--- config.mk ---
export PLATFORM = sky130hd
export DESIGN_NAME = pmes_top
export DESIGN_NICKNAME = d
export VERILOG_FILES = /design/src/include/pmes_pkg.sv /design/src/core/pmes_top.sv
export SDC_FILE = /design/constraint.sdc
export NUM_CORES = 1
export LEC_CHECK = 0
export BUFFER_PORTS_ARGS = -buffer_cell sky130_fd_sc_hd__buf_2
export CORE_AREA = 2 2 207 209
export DETAILED_ROUTE_END_ITERATION = 12
export DIE_AREA = 0 0 209 211
export PLACE_DENSITY = 0.54
export SETUP_SLACK_MARGIN = 0.02
export SLEW_MARGIN = 0
export SYNTH_ARGS = -nofsm -noshare
export SYNTH_HDL_FRONTEND = slang
export SYNTH_SLANG_ARGS = --single-unit
--- constraint.sdc ---
create_clock -name clk -period 3 [get_ports clk]
set_input_delay 0 -clock clk [delete_from_list [all_inputs] [get_ports clk]]
set_output_delay 0 -clock clk [all_outputs]
set_load 0.1 [all_outputs]
--- src/include/pmes_pkg.sv ---
package pmes_pkg;

   // Special register numbers seen by the move-to and move-from port
   localparam logic [9:0] PMES_SPR_SAMPLED_ADDR = 10'h30C;
   localparam logic [9:0] PMES_SPR_EVENT_SEL_1 = 10'h31E;

   // Select fields of monitor_event_select_1, stored little-endian:
   // the register's big-endian bit b lives at position 31 - b
   localparam int PMES_SEL4_LSB = 22;
   localparam int PMES_SEL5_LSB = 17;
   localparam int PMES_SEL6_LSB = 12;
   localparam int PMES_SEL7_LSB = 7;
   localparam int PMES_SEL8_LSB = 3;
   localparam int PMES_SEL_W = 5;
   localparam int PMES_SEL8_W = 4;

   localparam logic [31:0] PMES_EVENT_SEL_RESET = 32'h0000_0000;
   localparam logic [63:0] PMES_SAMPLED_RESET = 64'h0000_0000_0000_0000;

   // Codes that route the chaining input instead of a processor event
   localparam logic [4:0] PMES_CODE_CHAIN = 5'h0F;
   localparam logic [3:0] PMES_CODE8_CHAIN = 4'hF;

   // Named event codes
   localparam logic [4:0] PMES_C4_DISPATCH_EMPTY = 5'h17;
   localparam logic [4:0] PMES_C4_LINK_STACK_ERR = 5'h18;
   localparam logic [4:0] PMES_C4_CR_LOGIC_RESULT = 5'h19;
   localparam logic [4:0] PMES_C4_SNOOP_CLEAN_L1 = 5'h1B;
   localparam logic [4:0] PMES_C5_DATA_XLATE_MISS = 5'h00;
   localparam logic [4:0] PMES_C5_FETCH_BLOCK = 5'h01;
   localparam logic [4:0] PMES_C5_NONE_COMPLETED = 5'h02;
   localparam logic [4:0] PMES_C5_SNOOP_M_TO_I = 5'h0A;
   localparam logic [4:0] PMES_C5_RETRY_IN = 5'h0D;
   localparam logic [4:0] PMES_C6_STORE_HIT_L1 = 5'h01;
   localparam logic [4:0] PMES_C6_EE_OFF_PENDING = 5'h09;
   localparam logic [4:0] PMES_C6_SNOOP_E_TO_S = 5'h0E;
   localparam logic [4:0] PMES_C7_ICACHE_MISS = 5'h00;
   localparam logic [4:0] PMES_C7_BRANCH_CANCEL = 5'h03;
   localparam logic [3:0] PMES_C8_STCX_OK = 4'h3;
   localparam logic [3:0] PMES_C8_RETRY_OUT = 4'h5;

endpackage

--- src/core/pmes_top.sv ---
`timescale 1ns/1ns
`default_nettype none

module pmes_top (
   input wire logic clk,
   input wire logic reset_n,
   input wire logic clk_en,
   input wire logic [9:0] spr_num,
   input wire logic spr_wr,
   input wire logic spr_rd,
   input wire logic spr_supervisor,
   input wire logic [63:0] spr_wdata,
   input wire logic [31:0] event_src_4,
   input wire logic [31:0] event_src_5,
   input wire logic [31:0] event_src_6,
   input wire logic [31:0] event_src_7,
   input wire logic [15:0] event_src_8,
   input wire logic [4:0] chain_in,
   input wire logic external_interrupt_enable_bit,
   input wire logic external_interrupt_pending,
   input wire logic pm_interrupt,
   input wire logic threshold_cause,
   input wire logic [63:0] threshold_insn_addr,
   input wire logic [63:0] last_completed_addr,
   output logic [4:0] count_pulse,
   output logic [4:0] select_valid,
   output logic [63:0] spr_rdata,
   output logic spr_ack,
   output logic spr_priv_fault,
   output logic [31:0] monitor_event_select_1,
   output logic [63:0] sampled_instruction_address
);
   import pmes_pkg::*;

   logic [4:0] sel_4;
   logic [4:0] sel_5;
   logic [4:0] sel_6;
   logic [4:0] sel_7;
   logic [3:0] sel_8;
   logic [4:0] next_hit;
   logic [4:0] next_known;
   logic hit_map_sa;
   logic hit_map_es;
   logic access;
   logic allowed;
   logic wr_es;
   logic wr_sa;
   logic rd_es;
   logic rd_sa;
   logic ee_off_pending;

   // Field extraction
   assign sel_4 = monitor_event_select_1[PMES_SEL4_LSB +: PMES_SEL_W];
   assign sel_5 = monitor_event_select_1[PMES_SEL5_LSB +: PMES_SEL_W];
   assign sel_6 = monitor_event_select_1[PMES_SEL6_LSB +: PMES_SEL_W];
   assign sel_7 = monitor_event_select_1[PMES_SEL7_LSB +: PMES_SEL_W];
   assign sel_8 = monitor_event_select_1[PMES_SEL8_LSB +: PMES_SEL8_W];

   assign ee_off_pending = !external_interrupt_enable_bit &&
      external_interrupt_pending;

   // Counter 4 routing
   always_comb begin
      next_hit[0] = 1'b0;
      next_known[0] = 1'b1;
      unique case (sel_4)
         5'h00,
         5'h01,
         5'h02,
         5'h03,
         5'h04,
         5'h05,
         5'h07,
         5'h08,
         5'h09,
         5'h0A,
         5'h0B,
         5'h0C,
         5'h0D,
         5'h0E,
         5'h10,
         5'h11,
         5'h12,
         5'h13,
         5'h14,
         5'h16: begin
            next_hit[0] = event_src_4[sel_4];
         end
         PMES_C4_DISPATCH_EMPTY,
         PMES_C4_LINK_STACK_ERR,
         PMES_C4_CR_LOGIC_RESULT: begin
            next_hit[0] = event_src_4[sel_4];
         end
         PMES_C4_SNOOP_CLEAN_L1: begin
            next_hit[0] = event_src_4[sel_4];
         end
         PMES_CODE_CHAIN: begin
            next_hit[0] = chain_in[0];
         end
         default: begin
            next_known[0] = 1'b0;
         end
      endcase
   end

   // Counter 5 routing
   always_comb begin
      next_hit[1] = 1'b0;
      next_known[1] = 1'b1;
      unique case (sel_5)
         PMES_C5_DATA_XLATE_MISS,
         PMES_C5_FETCH_BLOCK,
         PMES_C5_NONE_COMPLETED: begin
            next_hit[1] = event_src_5[sel_5];
         end
         5'h04,
         5'h05,
         5'h06,
         5'h07,
         5'h08,
         5'h09,
         5'h0B,
         5'h0C: begin
            next_hit[1] = event_src_5[sel_5];
         end
         PMES_C5_SNOOP_M_TO_I,
         PMES_C5_RETRY_IN: begin
            next_hit[1] = event_src_5[sel_5];
         end
         PMES_CODE_CHAIN: begin
            next_hit[1] = chain_in[1];
         end
         default: begin
            next_known[1] = 1'b0;
         end
      endcase
   end

   // Counter 6 routing
   always_comb begin
      next_hit[2] = 1'b0;
      next_known[2] = 1'b1;
      unique case (sel_6)
         5'h02,
         5'h03,
         5'h04,
         5'h05,
         5'h06,
         5'h08,
         5'h0A,
         5'h0B,
         5'h0C,
         5'h0D: begin
            next_hit[2] = event_src_6[sel_6];
         end
         PMES_C6_STORE_HIT_L1,
         PMES_C6_SNOOP_E_TO_S: begin
            next_hit[2] = event_src_6[sel_6];
         end
         PMES_C6_EE_OFF_PENDING: begin
            // Built here so every cycle of the condition counts
            next_hit[2] = ee_off_pending;
         end
         PMES_CODE_CHAIN: begin
            next_hit[2] = chain_in[2];
         end
         default: begin
            next_known[2] = 1'b0;
         end
      endcase
   end

   // Counter 7 routing
   always_comb begin
      next_hit[3] = 1'b0;
      next_known[3] = 1'b1;
      unique case (sel_7)
         PMES_C7_ICACHE_MISS,
         PMES_C7_BRANCH_CANCEL: begin
            next_hit[3] = event_src_7[sel_7];
         end
         5'h01,
         5'h02,
         5'h04,
         5'h06,
         5'h07,
         5'h0A,
         5'h0B: begin
            next_hit[3] = event_src_7[sel_7];
         end
         PMES_CODE_CHAIN: begin
            next_hit[3] = chain_in[3];
         end
         default: begin
            next_known[3] = 1'b0;
         end
      endcase
   end

   // Counter 8 routing, narrower field
   always_comb begin
      next_hit[4] = 1'b0;
      next_known[4] = 1'b1;
      unique case (sel_8)
         PMES_C8_STCX_OK,
         PMES_C8_RETRY_OUT: begin
            next_hit[4] = event_src_8[sel_8];
         end
         4'h1,
         4'h2,
         4'h4,
         4'h7,
         4'h8,
         4'hA,
         4'hB,
         4'hC: begin
            next_hit[4] = event_src_8[sel_8];
         end
         PMES_CODE8_CHAIN: begin
            next_hit[4] = chain_in[4];
         end
         default: begin
            next_known[4] = 1'b0;
         end
      endcase
   end

   // Registered event pulses, one per counter
   genvar g;
   generate
      for (g = 0; g < 5; g++) begin : g_cnt
         always_ff @(posedge clk) begin
            if (!reset_n) begin
               count_pulse[g] <= 1'b0;
            end else if (clk_en) begin
               count_pulse[g] <= next_hit[g] && next_known[g];
            end
         end

         always_ff @(posedge clk) begin
            if (!reset_n) begin
               select_valid[g] <= 1'b0;
            end else if (clk_en) begin
               select_valid[g] <= next_known[g];
            end
         end
      end
   endgenerate

   // Special register access decode
   assign hit_map_sa = (spr_num == PMES_SPR_SAMPLED_ADDR);
   assign hit_map_es = (spr_num == PMES_SPR_EVENT_SEL_1);
   assign access = (spr_wr || spr_rd) && (hit_map_sa || hit_map_es);
   // Problem-state software gets a fault, never the data
   assign allowed = access && spr_supervisor;

   // Qualified strobes, so a refused access never reaches a register
   assign wr_es = allowed && spr_wr && hit_map_es;
   assign wr_sa = allowed && spr_wr && hit_map_sa;
   assign rd_es = allowed && spr_rd && hit_map_es;
   assign rd_sa = allowed && spr_rd && hit_map_sa;

   always_ff @(posedge clk) begin
      if (!reset_n) begin
         monitor_event_select_1 <= PMES_EVENT_SEL_RESET;
      end else if (clk_en) begin
         if (wr_es) begin
            monitor_event_select_1 <= spr_wdata[31:0];
         end
      end
   end

   // A capture in the same cycle as a write wins: the sample is the
   // fresher information and software can always write again
   always_ff @(posedge clk) begin
      if (!reset_n) begin
         sampled_instruction_address <= PMES_SAMPLED_RESET;
      end else if (clk_en) begin
         if (pm_interrupt) begin
            if (threshold_cause) begin
               sampled_instruction_address <= threshold_insn_addr;
            end else begin
               sampled_instruction_address <= last_completed_addr;
            end
         end else if (wr_sa) begin
            sampled_instruction_address <= spr_wdata;
         end
      end
   end

   // Read data, acknowledge and privilege fault
   always_ff @(posedge clk) begin
      if (!reset_n) begin
         spr_ack <= 1'b0;
      end else if (clk_en) begin
         spr_ack <= allowed;
      end
   end

   always_ff @(posedge clk) begin
      if (!reset_n) begin
         spr_priv_fault <= 1'b0;
      end else if (clk_en) begin
         spr_priv_fault <= access && !spr_supervisor;
      end
   end

   // Read data falls back to zero so a refused read leaks nothing
   always_ff @(posedge clk) begin
      if (!reset_n) begin
         spr_rdata <= 64'h0000_0000_0000_0000;
      end else if (clk_en) begin
         if (rd_sa) begin
            spr_rdata <= sampled_instruction_address;
         end else if (rd_es) begin
            spr_rdata <= {32'h0000_0000, monitor_event_select_1};
         end else begin
            spr_rdata <= 64'h0000_0000_0000_0000;
         end
      end
   end

endmodule

`default_nettype wire

# Yosys cells after proc, flatten, opt, wreduce, memory -nomap -nowiden
# Index checks and enable logic that the tools add are counted.
# classes
reduce_logical	35
n_div	0
add_sub_neg	0
n_eq_ne	73
bitwise_logic	0
n_shift	0
muxes	25
magnitude_cmp	5
mul	0
# op_table
operator	n
2-to-1 mux 64 bit	4
equality test 5 x 4 -> 1 bit (second input constant)	26
equality test 5 x 3 -> 1 bit (second input constant)	13
equality test 5 bit (second input constant)	10
equality test 5 x 2 -> 1 bit (second input constant)	7
2-to-1 mux 32 bit	1
OR reduction 14 bit	2
OR reduction 25 bit	1
less-than comparator 5 x 6 -> 1 bit (second input constant)	4
OR reduction 24 bit	1
binary-select mux 1 bit (select 5 bit)	4
equality test 10 bit (second input constant)	2
equality test 4 bit (second input constant)	5
equality test 5 x 1 -> 1 bit (second input constant)	4
OR reduction 10 bit	2
logical AND 1 bit	15
logical NOT 5 bit	3
OR reduction 13 bit	1
equality test 4 x 3 -> 1 bit (second input constant)	3
OR reduction 12 bit	1
OR reduction 11 bit	1
2-to-1 mux 1 bit	10
OR reduction 9 bit	1
equality test 4 x 2 -> 1 bit (second input constant)	2
other kinds (9)	15
# totals
in_bits	361
latchBits	0
ram_bits	0
mem_count	0
register_bits	172
rom_bits	0
wordCells	153

# Logic depth before layout (Yosys ltp)
# Gate-level depths: netlist of run 1.
# logic_depth
depth_word	8
ltp_mapped	7
ltp_nobuf	5

# Worst setup path after synthesis of run 1
# OpenSTA, ideal clock, no wires.
# synth_path
kind	reg-to-reg
from	register monitor_event_select_1[12]
to	register count_pulse[2]
path_slack_ps	418
stages_incl_launch_ff	6
setup_ps	135
arrival_time_ps	2447
path_buffers	1
period_less_slack_ps	2582
cell_sequence	dfxtp_1 buf_2 mux4_2 mux4_2 nand3_1 o221ai_1
# synth_via
elab_chain_len	4
word_cells_on_any_way	21
cone_classes	14 x eq/ne; 4 x mux; 3 x reduce/logical
# synth_lines
item	line_no	text
start, declared	pmes_top.sv:30	output logic [31:0] monitor_event_select_1,
start signal, assigned	pmes_top.sv:268	monitor_event_select_1 <= spr_wdata[31:0];
binary-select mux 1 bit (select 5 bit) (tied with other cells)	pmes_top.sv:154, pmes_top.sv:158	
2-to-1 mux 1 bit (not written as such) (tied with other cells)	pmes_top.sv:154, pmes_top.sv:158	
one-hot mux 1 bit (3 select lines) / 2-to-1 mux 1 bit (equally long branches)	pmes_top.sv:143	unique case (sel_6)
logical AND 1 bit (*)	pmes_top.sv:236	count_pulse[g] <= next_hit[g] && next_known[g];
end signal, assigned by index	pmes_top.sv:236	
end, declared	pmes_top.sv:25	output logic [4:0] count_pulse,
# Mark *: on every way between the ends. The rest lies on a longest branch, timed or not. The select of a mux whose other input is x is not followed.
# A chain may end at the register's enable or synchronous reset.

# Final worst setup path of run 1
# layout_path
from	input clk_en
to	register sampled_instruction_address[44]
# layout_via
elab_chain_len	1
# layout_lines
item	line_no	text
start, declared	pmes_top.sv:7	input wire logic clk_en,
AND reduction 2 bit (no source line)	--	
end signal, assigned	pmes_top.sv:281	sampled_instruction_address <= threshold_insn_addr;
end signal, assigned	pmes_top.sv:283	sampled_instruction_address <= last_completed_addr;
end signal, assigned	pmes_top.sv:286	sampled_instruction_address <= spr_wdata;
end, declared	pmes_top.sv:31	output logic [63:0] sampled_instruction_address
# Every way passes these cells.

==> impl.org, run 1 <==
** Synth
- When the netlist entered floorplanning its net count stood at approximately 1.4k.
- The cell area that synthesis handed to floorplanning was approximately 9200 sq um.
- For this run, the leading register cell type out of synthesis is sky130_fd_sc_hd__dfxtp_1.
- Syn. warnings :: 0
- Cells after Synth :: around 1.0k
- The netlist uses 54 different library cells.
- By area the synthesized netlist is led by sky130_fd_sc_hd__dfxtp_1 38%, sky130_fd_sc_hd__mux2i_1 11%, sky130_fd_sc_hd__a21boi_1 7.8%.
- Avg Inst Size Synth :: roughly 9 sq um
- Of the synthesized area, sequential elements account for 0.375.
- Total of flip-flops plus latches after synthesis :: roughly 170
- Fraction of synthesized cell area taken by the top area cell type :: 0.375
- Of all cell types, the one taking the most synthesized area is sky130_fd_sc_hd__dfxtp_1.
- Async S/R FF share, synth :: 0
- EDFF count, synth :: 0

** STA
- In this run the tightest slew margin relative to its limit is 0.372.
- The clock arrives with 0.00695 ns of skew.
- The final count of pins violating max slew was 0.
- The count of endpoints failing hold in the final timing report came to 0.
- Setup_tns :: 0 ns
- On the final layout, the worst hold slack is around 0.018 ns.
- Setup repair after global routing left no endpoint under its margin.
- Setup violations remaining at the end of the flow were counted as 0.
- Fmax :: about 0.4 GHz
- At the pin with the least slew margin, the transition time is about 0.94 ns.
- The worst path in the final design needs a cycle of ~2.4 ns, including I/O delays and setup.
- Dividing the final minimum period by the clock period gives 0.814.

** Power
- Power spread over the standard cell area amounts to ~440 nW/um^2.
- Cell-internal power :: between 3 and 4 mW
- Leakage Power :: ~6 nW
- The share of total power dissipated in combinational logic is 0.240.
- For this design the total switching power over the nets is between 1.5 and 2 mW.
- Switching Fraction :: 0.340
- Sequential group share of total power :: 0.410
- Across the VDD grid, the largest voltage drop is around 0.33 mV.
- The design draws between 5 and 6 mW.
- The share of total power dissipated in the clock network is 0.349.

** Final layout
- Relative to the synthesized area, the layout overhead comes to 45.5%.
- In the final design database the tool counted around 1.9k nets.
- Most frequent standard cell in the layout excluding fill and tap cells :: sky130_fd_sc_hd__buf_2
- Commonest non-fill, non-tap cells in the layout :: 470 x sky130_fd_sc_hd__buf_2, 172 x sky130_fd_sc_hd__dfxtp_1, 108 x sky130_fd_sc_hd__nand2_1, 102 x sky130_fd_sc_hd__mux2i_1, 101 x sky130_fd_sc_hd__nand3_1
- Of the cells placed in the final design, the portion with a size suffix greater than 1 is 0.373.
- Number of filler cells placed in the layout :: ~4.4k

** Global routing
- The number of antenna violations at the first check in global routing came to 3.
- Global-route track usage on met2 :: 0.288
- For this run, global-route usage on met3 was measured as 0.0418.
- Pin count of the biggest net entering global routing :: 74
- After global routing, the most crowded layer is met2.
- The number of global-route vias before repair is between 9k and 10k.
- The first global-routing pass estimated ~56000 um of wire.
- Met1 routing resource usage after global routing :: 0.196
- The total overflow left after global routing is 0.
- In the global route stage, overall resource usage came out at 0.165.

** Die
- Die H :: between 200 and 250 um
- Initial standard-cell utilization of the core :: 0.220
- Core area :: around 42000 sq um
- Horizontal die dimension :: between 200 and 250 um
- Count of pins on the block boundary :: between 500 and 600
- Die footprint :: about 44000 sq um
- The floorplan has 75 rows.

** Worst setup path
- Broken down by cell family, the worst path's largest delay share belongs to buffers and inverters.
- On the critical path, the stage with the largest delay is an instance of sky130_fd_sc_hd__dlygate4sd3_1.
- Crit path kind :: in -> reg
- Capturing element type of the critical path :: register
- Cells along the critical path :: dlygate4sd3_1 > buf_4 > buf_4 > and2_2 > buf_4 > o221ai_1 > dlygate4sd3_1 > a21boi_1
- Required time worst endpoint :: between 3 and 4 ns
- In this design, the stage delay of the slowest critical-path cell is approximately 0.63 ns.
- Cell depth of the worst flop-to-flop path :: 4
- Most frequent cell on the critical path :: sky130_fd_sc_hd__buf_4
- Number of logic stages on the critical path including buffering :: 8
- Sort of element at the start of the critical path :: input port
- Data arrives at the worst endpoint at roughly 2.8 ns.
- The critical path contains buffers and inverters numbering 5 combined.
- In this run the worst path has a maximum fanout of 34.

** Clock tree
- In this run the number of H-tree levels came out at 4.
- TritonCTS built the clock tree.
- Clock slew at the register clock pins of the worst setup and hold paths :: 0.07 ns
- For the worst-skew pair, the clock arrives at the later sink with an insertion delay of roughly 0.44 ns.
- Max Root-Sink Buffers :: 2
- The number of clock buffers added by TritonCTS is 17.
- Clock root buffer :: sky130_fd_sc_hd__clkbuf_16
- CTS saw roughly 170 sinks.
- Number of buffers inserted by post-CTS setup repair :: 0

** Drt
- After detailed routing, the total wire length is around 38000 um.
- In the routed layout, each cell is associated on average with a via count of slightly below 5.
- The count of nets left with antenna violations once routing finished came out at 0.
- DRT Pass-1 Iters :: 5
- In the routed design, unresolved DRC markers number 0.
- In this run, the number of DRC markers left after iteration 0 of detailed routing was ~450.
- Post-DR wirelength/cell :: roughly 18 um
- Via count :: about 10k

** Outcome
- Outcome :: finished clean

** Placement
- After legalization and detailed placement, the total HPWL measured ~26000 um.
- Buffers placed on the I/O ports in this run total 474.
- At the end of routability-driven placement, the weighted congestion stood at between 0.8 and 0.9.

** Hold path
- The tightest min-delay check is of the in -> reg type.
- Counting instances, the worst hold path has a depth of 2.

** Run
- # Max-Cap Violations :: 0
## flip-flops by register name, summed over array words and instances (netlist names)
register / cells
select_valid: 5
spr_priv_fault: 1
sampled_instruction_address: 64
spr_ack: 1
spr_rdata: 64
monitor_event_select_1: 32
count_pulse: 5
## per-stage QoR
step	setup WS (ns)	utilization	area (sq um)	instances
after detailed placement	0.684	0.285	11900	1927
after global routing	0.481	0.320	13400	2051
after global placement	0.727	0.285	11900	1927
final	0.557	0.320	13400	2052
after CTS	0.597	0.320	13400	2051
after floorplan	0.418	-	9180	1004
## power groups by stage
stage | combinational (mW) | sequential, mW | clock (mW)
2_1_floorplan | 0.366 | 2.99 | 0
3_3_place_gp | 1.31 | 2.46 | 0
3_5_place_dp | 1.32 | 2.46 | 0
4_1_cts | 1.42 | 2.41 | 2.14
5_1_grt | 1.49 | 2.42 | 2.22
6_report | 1.41 | 2.41 | 2.05
## worst register-to-register path, stage by stage (launching register included)
cell                       delay, ns
sky130_fd_sc_hd__dfxtp_1        0.78
sky130_fd_sc_hd__mux4_2         0.60
sky130_fd_sc_hd__mux2_2         0.29
sky130_fd_sc_hd__a221oi_1       0.29
sky130_fd_sc_hd__o31ai_1        0.12
## cell type report
cell class / count / area, sq um / share of cell area
repair buffers: 588 / 3530 / 0.265
multi-input cells: 717 / 5160 / 0.387
clock inverters: 13 / 93.8 / 0.00703
flip-flops and latches: 172 / 3440 / 0.258
diodes: 1 / 2.50 / 0.000187
inverters: 4 / 16.3 / 0.00122
clock buffers: 18 / 429 / 0.0321
well taps: 539 / 674 / 0.0505
## logic make-up (layout without fill, tap and decap cells)
kind of cell / Yosys count / count (layout) / share of synthesized area
flip-flops: 172 / 172 / 0.375
buffers and inverters: 115 / 623 / 0.0647
AND/OR/NAND/NOR: 319 / 319 / 0.172
other: 0 / 1 / 0
multiplexers: 129 / 129 / 0.166
AO/OA/AOI/OAI: 268 / 268 / 0.221
XOR/XNOR: 1 / 1 / 0.000954
## metal layers
metal	part of all wire	vias up
met5	0.00056	-
met4	0.025	4
met3	0.060	62
met2	0.49	383
met1	0.42	4788
li1	-	4733
## synthesized netlist by cell type, drive strengths merged (2+ instances only)
cell	count
clkbuf	69
nand3b	2
mux2	9
inv	3
o221ai	65
a21boi	100
and4b	2
a21oi	11
nor2	40
and2	3
mux4	18
nand2	109
o21ai	45
and3	2
o211ai	4
nand4b	3
mux2i	102
or4	4
a221oi	35
nor4b	3
nor3	2
dfxtp	172
nor2b	36
nand3	101
nand4	3
nor4	4
nor3b	2
buf	42
## what timing repair did
| item | in CTS | in global routing |
|---|---|---|
| gates resized for setup | 0 | 0 |
| hold endpoints to repair | 101 | 0 |
| hold buffers | 93 | 0 |
## final timing paths
path | from | slack (ns) | end
worst max-delay path | clk_en | 0.56 | sampled_instruction_address[44]
worst min-delay path | reset_n | 0.02 | spr_rdata[45]
worst max register to register | monitor_event_select_1[23] | 0.81 | count_pulse[0]
worst min register to register | spr_rdata[35] | 0.46 | spr_rdata[35]
(Power assumes the default switching activity.)
==> inputs of run 2 (changes only) <==
- PLACE_DENSITY: 0.54 -> 0.56
- clock period: 3 -> 2.1 ns (I/O delays scaled with it)
==> impl.org, run 2 (synthesis gave the netlist of run 1 again) <==
** Drt
- Via count :: 10.1k (+0.84%)
- Routed wire length :: 37500 um (-0.35%)
- DRT Pass-1 Iters :: 5 (unchanged)
- Post-detailed-route DRC marker count :: 0 (unchanged)
- Detailed Route Iter0 Violations :: 473 (+4.2%)
- The wire length per cell after detailed routing is 18.0 um (-1.9%).
- The count of nets left with antenna violations after detail routing is 0 (unchanged).
- Via-to-Cell Ratio :: 4.82 (-0.71%)

** STA
- Worst path setup slack after routing :: 0.130 ns (-0.427 ns)
- Subtracting the final worst setup slack from the clock period gives approximately 2.0 ns.
- Transition time at the pin with the least slew margin :: 0.593 ns (-0.350 ns)
- Post-route clock period utilization :: 0.938
- The remaining max-slew budget at the tightest pin was 0.608 (+0.236).
- Setup repair after global routing left no endpoint under its margin.
- Fin Hold WS :: 0.0206 ns (+0.00271 ns)
- The count of endpoints failing hold in the final timing report came to 0 (unchanged).
- Post-Route Skew :: 0.00628 ns (-0.000668 ns)
- For this run, the top clock speed supported by timing is around 0.51 GHz.
- Max-slew violation count :: 0 (unchanged)
- The number of endpoints failing setup at the final stage is 0 (unchanged).
- Setup_tns :: 0 ns (unchanged)

** Clock tree
- TritonCTS clock tree :: built
- Clock root buffer :: sky130_fd_sc_hd__clkbuf_16
- The clock latency on the worst-skew pair was 0.45 ns (about the same).
- CTS sink count :: 172 (unchanged)
- Max Root-Sink Buffers :: 2 (unchanged)
- The clock slew at the register clock pins of the worst setup and hold paths was 0.07 ns (about the same).
- Number of levels in the clock H-tree :: 4 (unchanged)
- The count of instances resized after the clock tree is built came to 0 (unchanged).
- Number of buffers created by CTS :: 17 (unchanged)

** Global routing
- First-pass GRT wire length :: 56800 um (+0.68%)
- GRT Residual Overflow :: 0 (unchanged)
- Number of global-route vias before repair :: 10.2k (+3.0%)
- Number of antenna violations at the first check in global routing :: 1 (-2)
- Pin count of the biggest net entering global routing :: 97 (+31%)
- Global-route usage over all layers :: 0.166 (+0.00154)

** Final layout
- Post-layout nets :: 1892 (+1.7%)
- Number of filler cells placed in the layout :: 4338 (-2.4%)
- Register Area :: 3460 sq um (+0.47%)
- Commonest non-fill, non-tap cells in the layout :: 470 x sky130_fd_sc_hd__buf_2, 161 x sky130_fd_sc_hd__dfxtp_1, 111 x sky130_fd_sc_hd__dlygate4sd3_1, 108 x sky130_fd_sc_hd__nand2_1, 102 x sky130_fd_sc_hd__mux2i_1
- From synthesis to final layout, the design area changed by 50.9%.
- The library cell used most frequently in the layout, excluding fill and tap cells, is sky130_fd_sc_hd__buf_2.
- Area of all placed cells without fillers :: 13900 sq um (+3.7%)
- Fraction of final layout cells with drive strength greater than 1 :: 0.380 (+0.00717)
- Area occupied by multi-input gates :: 5160 sq um (about the same)
- Largest registers ranked by flip-flop count :: sampled_instruction_address: 64 flops, spr_rdata: 64 flops, monitor_event_select_1: 32 flops

** Power
- Sequential group share of total power :: 0.392 (-0.018)
- Net load switching power :: 2.81 mW (+40%)
- Share of power burned in the clock network :: 0.372 (+0.023)
- The cell area power density came to 634 nW/um^2 (+44%).
- Cell-internal power :: 5.98 mW (+54%)
- The maximum resistive drop on vdd is 0.525 mV (+61%).
- The combinational cell fraction of total power was 0.236 (-0.004).
- Leakage Power :: 6.22 nW (+4.0%)
- The switching fraction of total power is 0.320 (-0.0204).

** Die
- Die footprint :: 44100 sq um (unchanged)
- The count of boundary I/O pins came to 533 (unchanged).
- The initial cell density of the core came to 0.220 (unchanged).
- Core area :: 41800 sq um (unchanged)
- The number of standard-cell rows in the floorplan was 75 (unchanged).
- The overall die height is 211 um (unchanged).
- Horizontal die dimension :: 209 um (unchanged)

** Placement
- The HPWL after detailed placement was 26600 um (+3.9%).
- Area after DPL :: 12100 sq um (+2.0%)
- The worst-case setup slack after placement is 0.111 ns (-0.573 ns).
- The routability congestion estimate came to 0.808 (-0.54%).
- The number of port buffers was 474 (unchanged).

** Worst setup path
- End of the worst register-to-register path :: count_pulse[2]
- Cell family with the largest share of critical-path delay :: buffers and inverters
- Required time worst endpoint :: 2.48 ns (-0.89 ns)
- The worst setup path is captured at a register.
- The count of cell instances traversed by the critical path is 9 (+1).
- The largest stage delay on the critical path was 0.58 ns (-0.05 ns).
- The worst register-to-register path begins at monitor_event_select_1[12].
- Cells along the critical path :: dlygate4sd3_1 > buf_2 > clkinv_1 > nor4_4 > buf_4 > buf_12 > o221ai_1 > dlygate4sd3_1 > a21boi_1
- Number of buffer and inverter stages on the critical path :: 6 (+1)
- Data arrival, critical path :: 2.35 ns (-0.47 ns)
- Worst-path fanout max :: 33 (-2.9%)
- STA classifies the critical path startpoint as an input port.
- Most frequent cell on the critical path :: sky130_fd_sc_hd__dlygate4sd3_1
- Critical Path Start :: spr_supervisor
- Slowest cell on crit path :: sky130_fd_sc_hd__dlygate4sd3_1
- The critical path in this run is classified as in -> reg.
- Cell depth of the worst flop-to-flop path :: 4 (unchanged)
- Following the worst setup path forward leads to its endpoint at sampled_instruction_address[44].
- The internal reg-to-reg setup slack was 0.21 ns (-0.60 ns).

** Hold path
- In this run the most critical hold path is launched from threshold_insn_addr[54].
- The tightest min-delay check is of the in -> reg type.

** Run
- The number of violations of the max-capacitance limit is 0 (unchanged).

** Outcome
- The flow ran to the end, and the final reports show no timing, DRC or antenna violations.
run 2: cell types whose count changed in the layout (fill, tap and decap cells not counted), sizes merged:
cell         previous run  this run
inv                     5         3
buf                   495       508
dlygate4sd3            93       111
clkinvlp                4         2
bufinv                  0         3
clkinv                  8         7
clkbuf                 18        21
run 2: worst min path at each step:
stage	end	depth (start not counted)
floorplan	monitor_event_select_1[23]	2
global placement	monitor_event_select_1[1]	3
detailed placement	monitor_event_select_1[28]	3
CTS	sampled_instruction_address[55]	5
global route	sampled_instruction_address[59]	5
finish	sampled_instruction_address[54]	5
run 2: power groups by stage:
stage	Combinational, mW	Clock (mW)	Sequential (mW)
final	2.07	3.26	3.44
after global routing	2.19	3.49	3.46
after CTS	2.08	3.37	3.44
after detailed placement	1.91	0	3.52
after global placement	1.89	0	3.51
after floorplan	0.523	0	4.27
run 2: tightest hold or removal path, cell delays in order:
cell and delay (ns):
sky130_fd_sc_hd__buf_2 0.10, sky130_fd_sc_hd__mux2i_1 0.12, sky130_fd_sc_hd__nand2_1 0.06, sky130_fd_sc_hd__o221ai_1 0.07, sky130_fd_sc_hd__a21boi_1 0.07
run 2: routing by layer:
metal  up-vias  wire, um  global-route usage
li1       4787         -                   -
met1      4806     15400               0.191
met2       405     18700               0.294
met3        56      2360              0.0409
met4         0      1020              0.0704
met5         -         0                   0
run 2: what timing repair did:
item	in CTS	in global routing
endpoints found under the hold margin	101	0
buffers inserted	0	1
endpoints found under the setup margin	0	10
hold buffers	111	0
run 2: through the flow:
step / util / total power, mW / cells
2_1_floorplan: - / 4.79 / 1004
3_3_place_gp: 0.291 / 5.40 / 1939
3_5_place_dp: 0.291 / 5.42 / 1939
4_1_cts: 0.332 / 8.89 / 2082
5_1_grt: 0.332 / 9.14 / 2084
6_report: 0.332 / 8.78 / 2084
run 2: final cells by class:
type | count | share of cell area
diodes | 1 | 0.000181
clock buffers | 21 | 0.0325
clock inverters | 11 | 0.0103
inverters | 4 | 0.00117
multi-input cells | 717 | 0.372
flip-flops and latches | 172 | 0.250
well taps | 539 | 0.0487
repair buffers | 619 | 0.285
==> inputs of run 3 (changes only) <==
- PLACE_DENSITY: 0.56 -> not set
==> impl.org, run 3 (synthesis gave the netlist of run 1 again) <==
** Global routing
- Fraction of met3 tracks used by global routing :: 0.0410 (+0.000149)
- The pin count of the biggest net entering global routing is 129 (+33%).
- The number of antenna violations at the first check in global routing came to 3 (+2).
- First-pass GRT wire length :: 55800 um (-1.7%)
- Global-route track usage on met2 :: 0.295 (+0.000805)
- The met1 routing resource usage after global routing was 0.186 (-0.00553).
- Grt peak-use layer :: met2
- GRT Residual Overflow :: 0 (unchanged)
- The aggregate global-route resource usage is 0.163 (-0.00371).
- Number of global-route vias before repair :: 10.2k (+0.098%)

** Clock tree
- The number of buffers on the longest clock path came to 2 (unchanged).
- Clock root buffer :: sky130_fd_sc_hd__clkbuf_16
- The clock slew at the register clock pins of the worst setup and hold paths was 0.07 ns (about the same).
- CTS sink count :: 172 (unchanged)
- The level count of the clock H-tree was 4 (unchanged).
- TritonCTS clock tree :: built
- Clock insertion delay at the later pin of the skew report :: 0.44 ns (about the same)
- The number of buffers created by CTS was 17 (unchanged).

** Drt
- The number of DRC markers after the initial detailed-route iteration is 609 (+29%).
- The count of nets left with antenna violations after detail routing came to 0 (unchanged).
- Post-DR wirelength/cell :: 18.3 um (+1.6%)
- The post-detailed-route DRC marker count is 0 (unchanged).
- The overall via count from detail_route was 10.1k (+0.93%).
- The length of the first detailed-routing pass in iterations is 5 (unchanged).
- The via density per instance came to 4.90 (+1.5%).
- The overall routed net length was 37900 um (+1.1%).

** Die
- Core area :: 41800 sq um (unchanged)
- Horizontal die dimension :: 209 um (unchanged)
- Initial standard-cell utilization of the core :: 0.220 (unchanged)
- The number of standard-cell rows in the floorplan was 75 (unchanged).
- The overall die height was 211 um (unchanged).
- The count of boundary I/O pins came to 533 (unchanged).
- Die footprint :: 44100 sq um (unchanged)

** Worst setup path
- The sum of buffers and inverters on the critical path was 5 (-1).
- Worst-path fanout max :: 32 (-3.0%)
- Among cell families on the critical path, the largest total delay comes from buffers and inverters.
- Sort of element at the start of the critical path :: input port
- Capturing element type of the critical path :: register
- Slowest cell on crit path :: sky130_fd_sc_hd__dlygate4sd3_1
- The arrival time of the worst setup path was 2.34 ns (about the same).
- Most frequent cell on the critical path :: sky130_fd_sc_hd__dlygate4sd3_1
- The largest stage delay on the critical path is 0.59 ns (about the same).
- Required time worst endpoint :: 2.47 ns (about the same)
- Crit path kind :: in -> reg
- Walking the worst path, the cells encountered are dlygate4sd3_1 > buf_6 > buf_4 > and2_2 > buf_12 > o221ai_1 > dlygate4sd3_1 > a21boi_1.

** Final layout
- The sequential cell area in the final layout was 3460 sq um (unchanged).
- The utilization after layout came to 0.329 (-0.00255).
- The number of nets in the final layout came to 1881 (-0.58%).
- Compared with the post-synthesis result, the final layout area differs by 49.7%.
- The number of fillers in the final layout came to 4323 (-0.35%).
- The area of the multi-input gates came to 5160 sq um (about the same).
- The largest registers in the layout are sampled_instruction_address: 64 flops, spr_rdata: 64 flops, monitor_event_select_1: 32 flops.
- The library cell used most frequently in the layout, excluding fill and tap cells, is sky130_fd_sc_hd__buf_2.
- Commonest non-fill, non-tap cells in the layout :: 470 x sky130_fd_sc_hd__buf_2, 161 x sky130_fd_sc_hd__dfxtp_1, 108 x sky130_fd_sc_hd__nand2_1, 102 x sky130_fd_sc_hd__mux2i_1, 101 x sky130_fd_sc_hd__nand3_1
- Fraction of final layout cells with drive strength greater than 1 :: 0.388 (+0.00795)

** Power
- The leakage power total came to 6.16 nW (-1.1%).
- The sequential fraction of design power came to 0.395 (+0.003).
- The power dissipated by switching net loads came to 2.98 mW (+6.2%).
- Worst-case vdd ir drop :: 0.488 mV (-7.1%)
- Share of power burned in the clock network :: 0.369 (-0.003)
- Cell-internal power :: 5.73 mW (-4.1%)
- The switching fraction of total power was 0.342 (+0.0225).
- The cell area power density came to 634 nW/um^2 (about the same).
- The combinational cell fraction of total power was 0.235 (about the same).

** STA
- Transition time at the pin with the least slew margin :: 0.718 ns (+0.125 ns)
- The count of endpoints failing hold in the final timing report came to 0 (unchanged).
- The final count of pins violating max slew was 0 (unchanged).
- The time the final worst path needs with I/O delays and setup came to 1.97 ns (+0.00184 ns).
- Post-Route Skew :: 0.00888 ns (+0.00260 ns)
- The final-layout setup total negative slack is 0 ns (unchanged).
- Unrepaired setup endpoints after global routing :: false
- Post-route clock period utilization :: 0.939 (about the same)
- The number of endpoints failing setup at the final stage was 0 (unchanged).
- Max-Slew Margin vs Limit :: 0.521 (-0.0863)
- Fmax :: 0.507 GHz (about the same)

** Hold path
- In this run the worst hold path is classified as in -> reg.

** Placement
- The HPWL after detailed placement came to 25900 um (-2.6%).
- Quantity of I/O buffers inserted on ports :: 474 (unchanged)
- The routability congestion estimate was 0.821 (+1.5%).

** Run
- # Max-Cap Violations :: 0 (unchanged)

** Outcome
- The flow ran to the end, and the final reports show no timing, DRC or antenna violations.
-- run 3: final timing paths --
check	endpoint	cells after the start	slack, ns	start
setup / recovery	sampled_instruction_address[62]	8	0.13	clk_en
hold / removal	sampled_instruction_address[28]	5	0.02	threshold_insn_addr[28]
setup reg to reg	count_pulse[0]	4	0.25	monitor_event_select_1[23]
hold reg to reg	spr_rdata[57]	2	0.46	spr_rdata[57]
-- run 3: stage by stage --
step / instances / hold WS (ns) / power (mW) / instance area [sq um] / setup WS, ns
2_1_floorplan: 1004 / 0.165 / 4.79 / 9200 / -0.129
3_3_place_gp: 1941 / 0.271 / 5.39 / 12100 / 0.163
3_5_place_dp: 1941 / 0.280 / 5.42 / 12100 / 0.130
4_1_cts: 2069 / 0.00152 / 8.83 / 13700 / 0.0516
5_1_grt: 2073 / 0.0235 / 9.06 / 13700 / 0.0277
6_report: 2073 / 0.0207 / 8.71 / 13700 / 0.128
-- run 3: power by group through the flow --
stage | Clock, mW | Combinational, mW | Sequential [mW]
after floorplan | 0 | 0.523 | 4.27
after global placement | 0 | 1.88 | 3.51
after detailed placement | 0 | 1.90 | 3.52
after CTS | 3.35 | 2.04 | 3.44
after global routing | 3.44 | 2.17 | 3.45
final | 3.22 | 2.05 | 3.44
-- run 3: area by class of cell --
cell class | instances | area share
Inverter | 4 | 0.00146
Clock buffer | 17 | 0.0309
Timing Repair Buffer | 608 | 0.280
Tap cell | 539 | 0.0491
Antenna cell | 1 | 0.000182
Multi-Input combinational cell | 717 | 0.376
Clock inverter | 15 | 0.0113
Sequential cell | 172 | 0.252
-- run 3: metal layers --
| layer | share of wire | vias up |
|---|---|---|
| li1 | - | 4774 |
| met1 | 0.41 | 4896 |
| met2 | 0.50 | 421 |
| met3 | 0.067 | 53 |
| met4 | 0.021 | 4 |
| met5 | 0.00071 | - |
-- run 3: repair_timing --
item                                    CTS  global route
gates resized for setup                   0             3
buffers inserted                          0             1
endpoints found under the setup margin    0            15
hold buffers                             96             0
endpoints found under the hold margin   106             0
-- run 3: worst register-to-register path: stages, from the launching register on --
cell and delay (ns):
sky130_fd_sc_hd__dfxtp_4 0.51, sky130_fd_sc_hd__mux4_2 0.56, sky130_fd_sc_hd__mux2_2 0.31, sky130_fd_sc_hd__a221oi_1 0.26
sky130_fd_sc_hd__o31ai_1 0.10
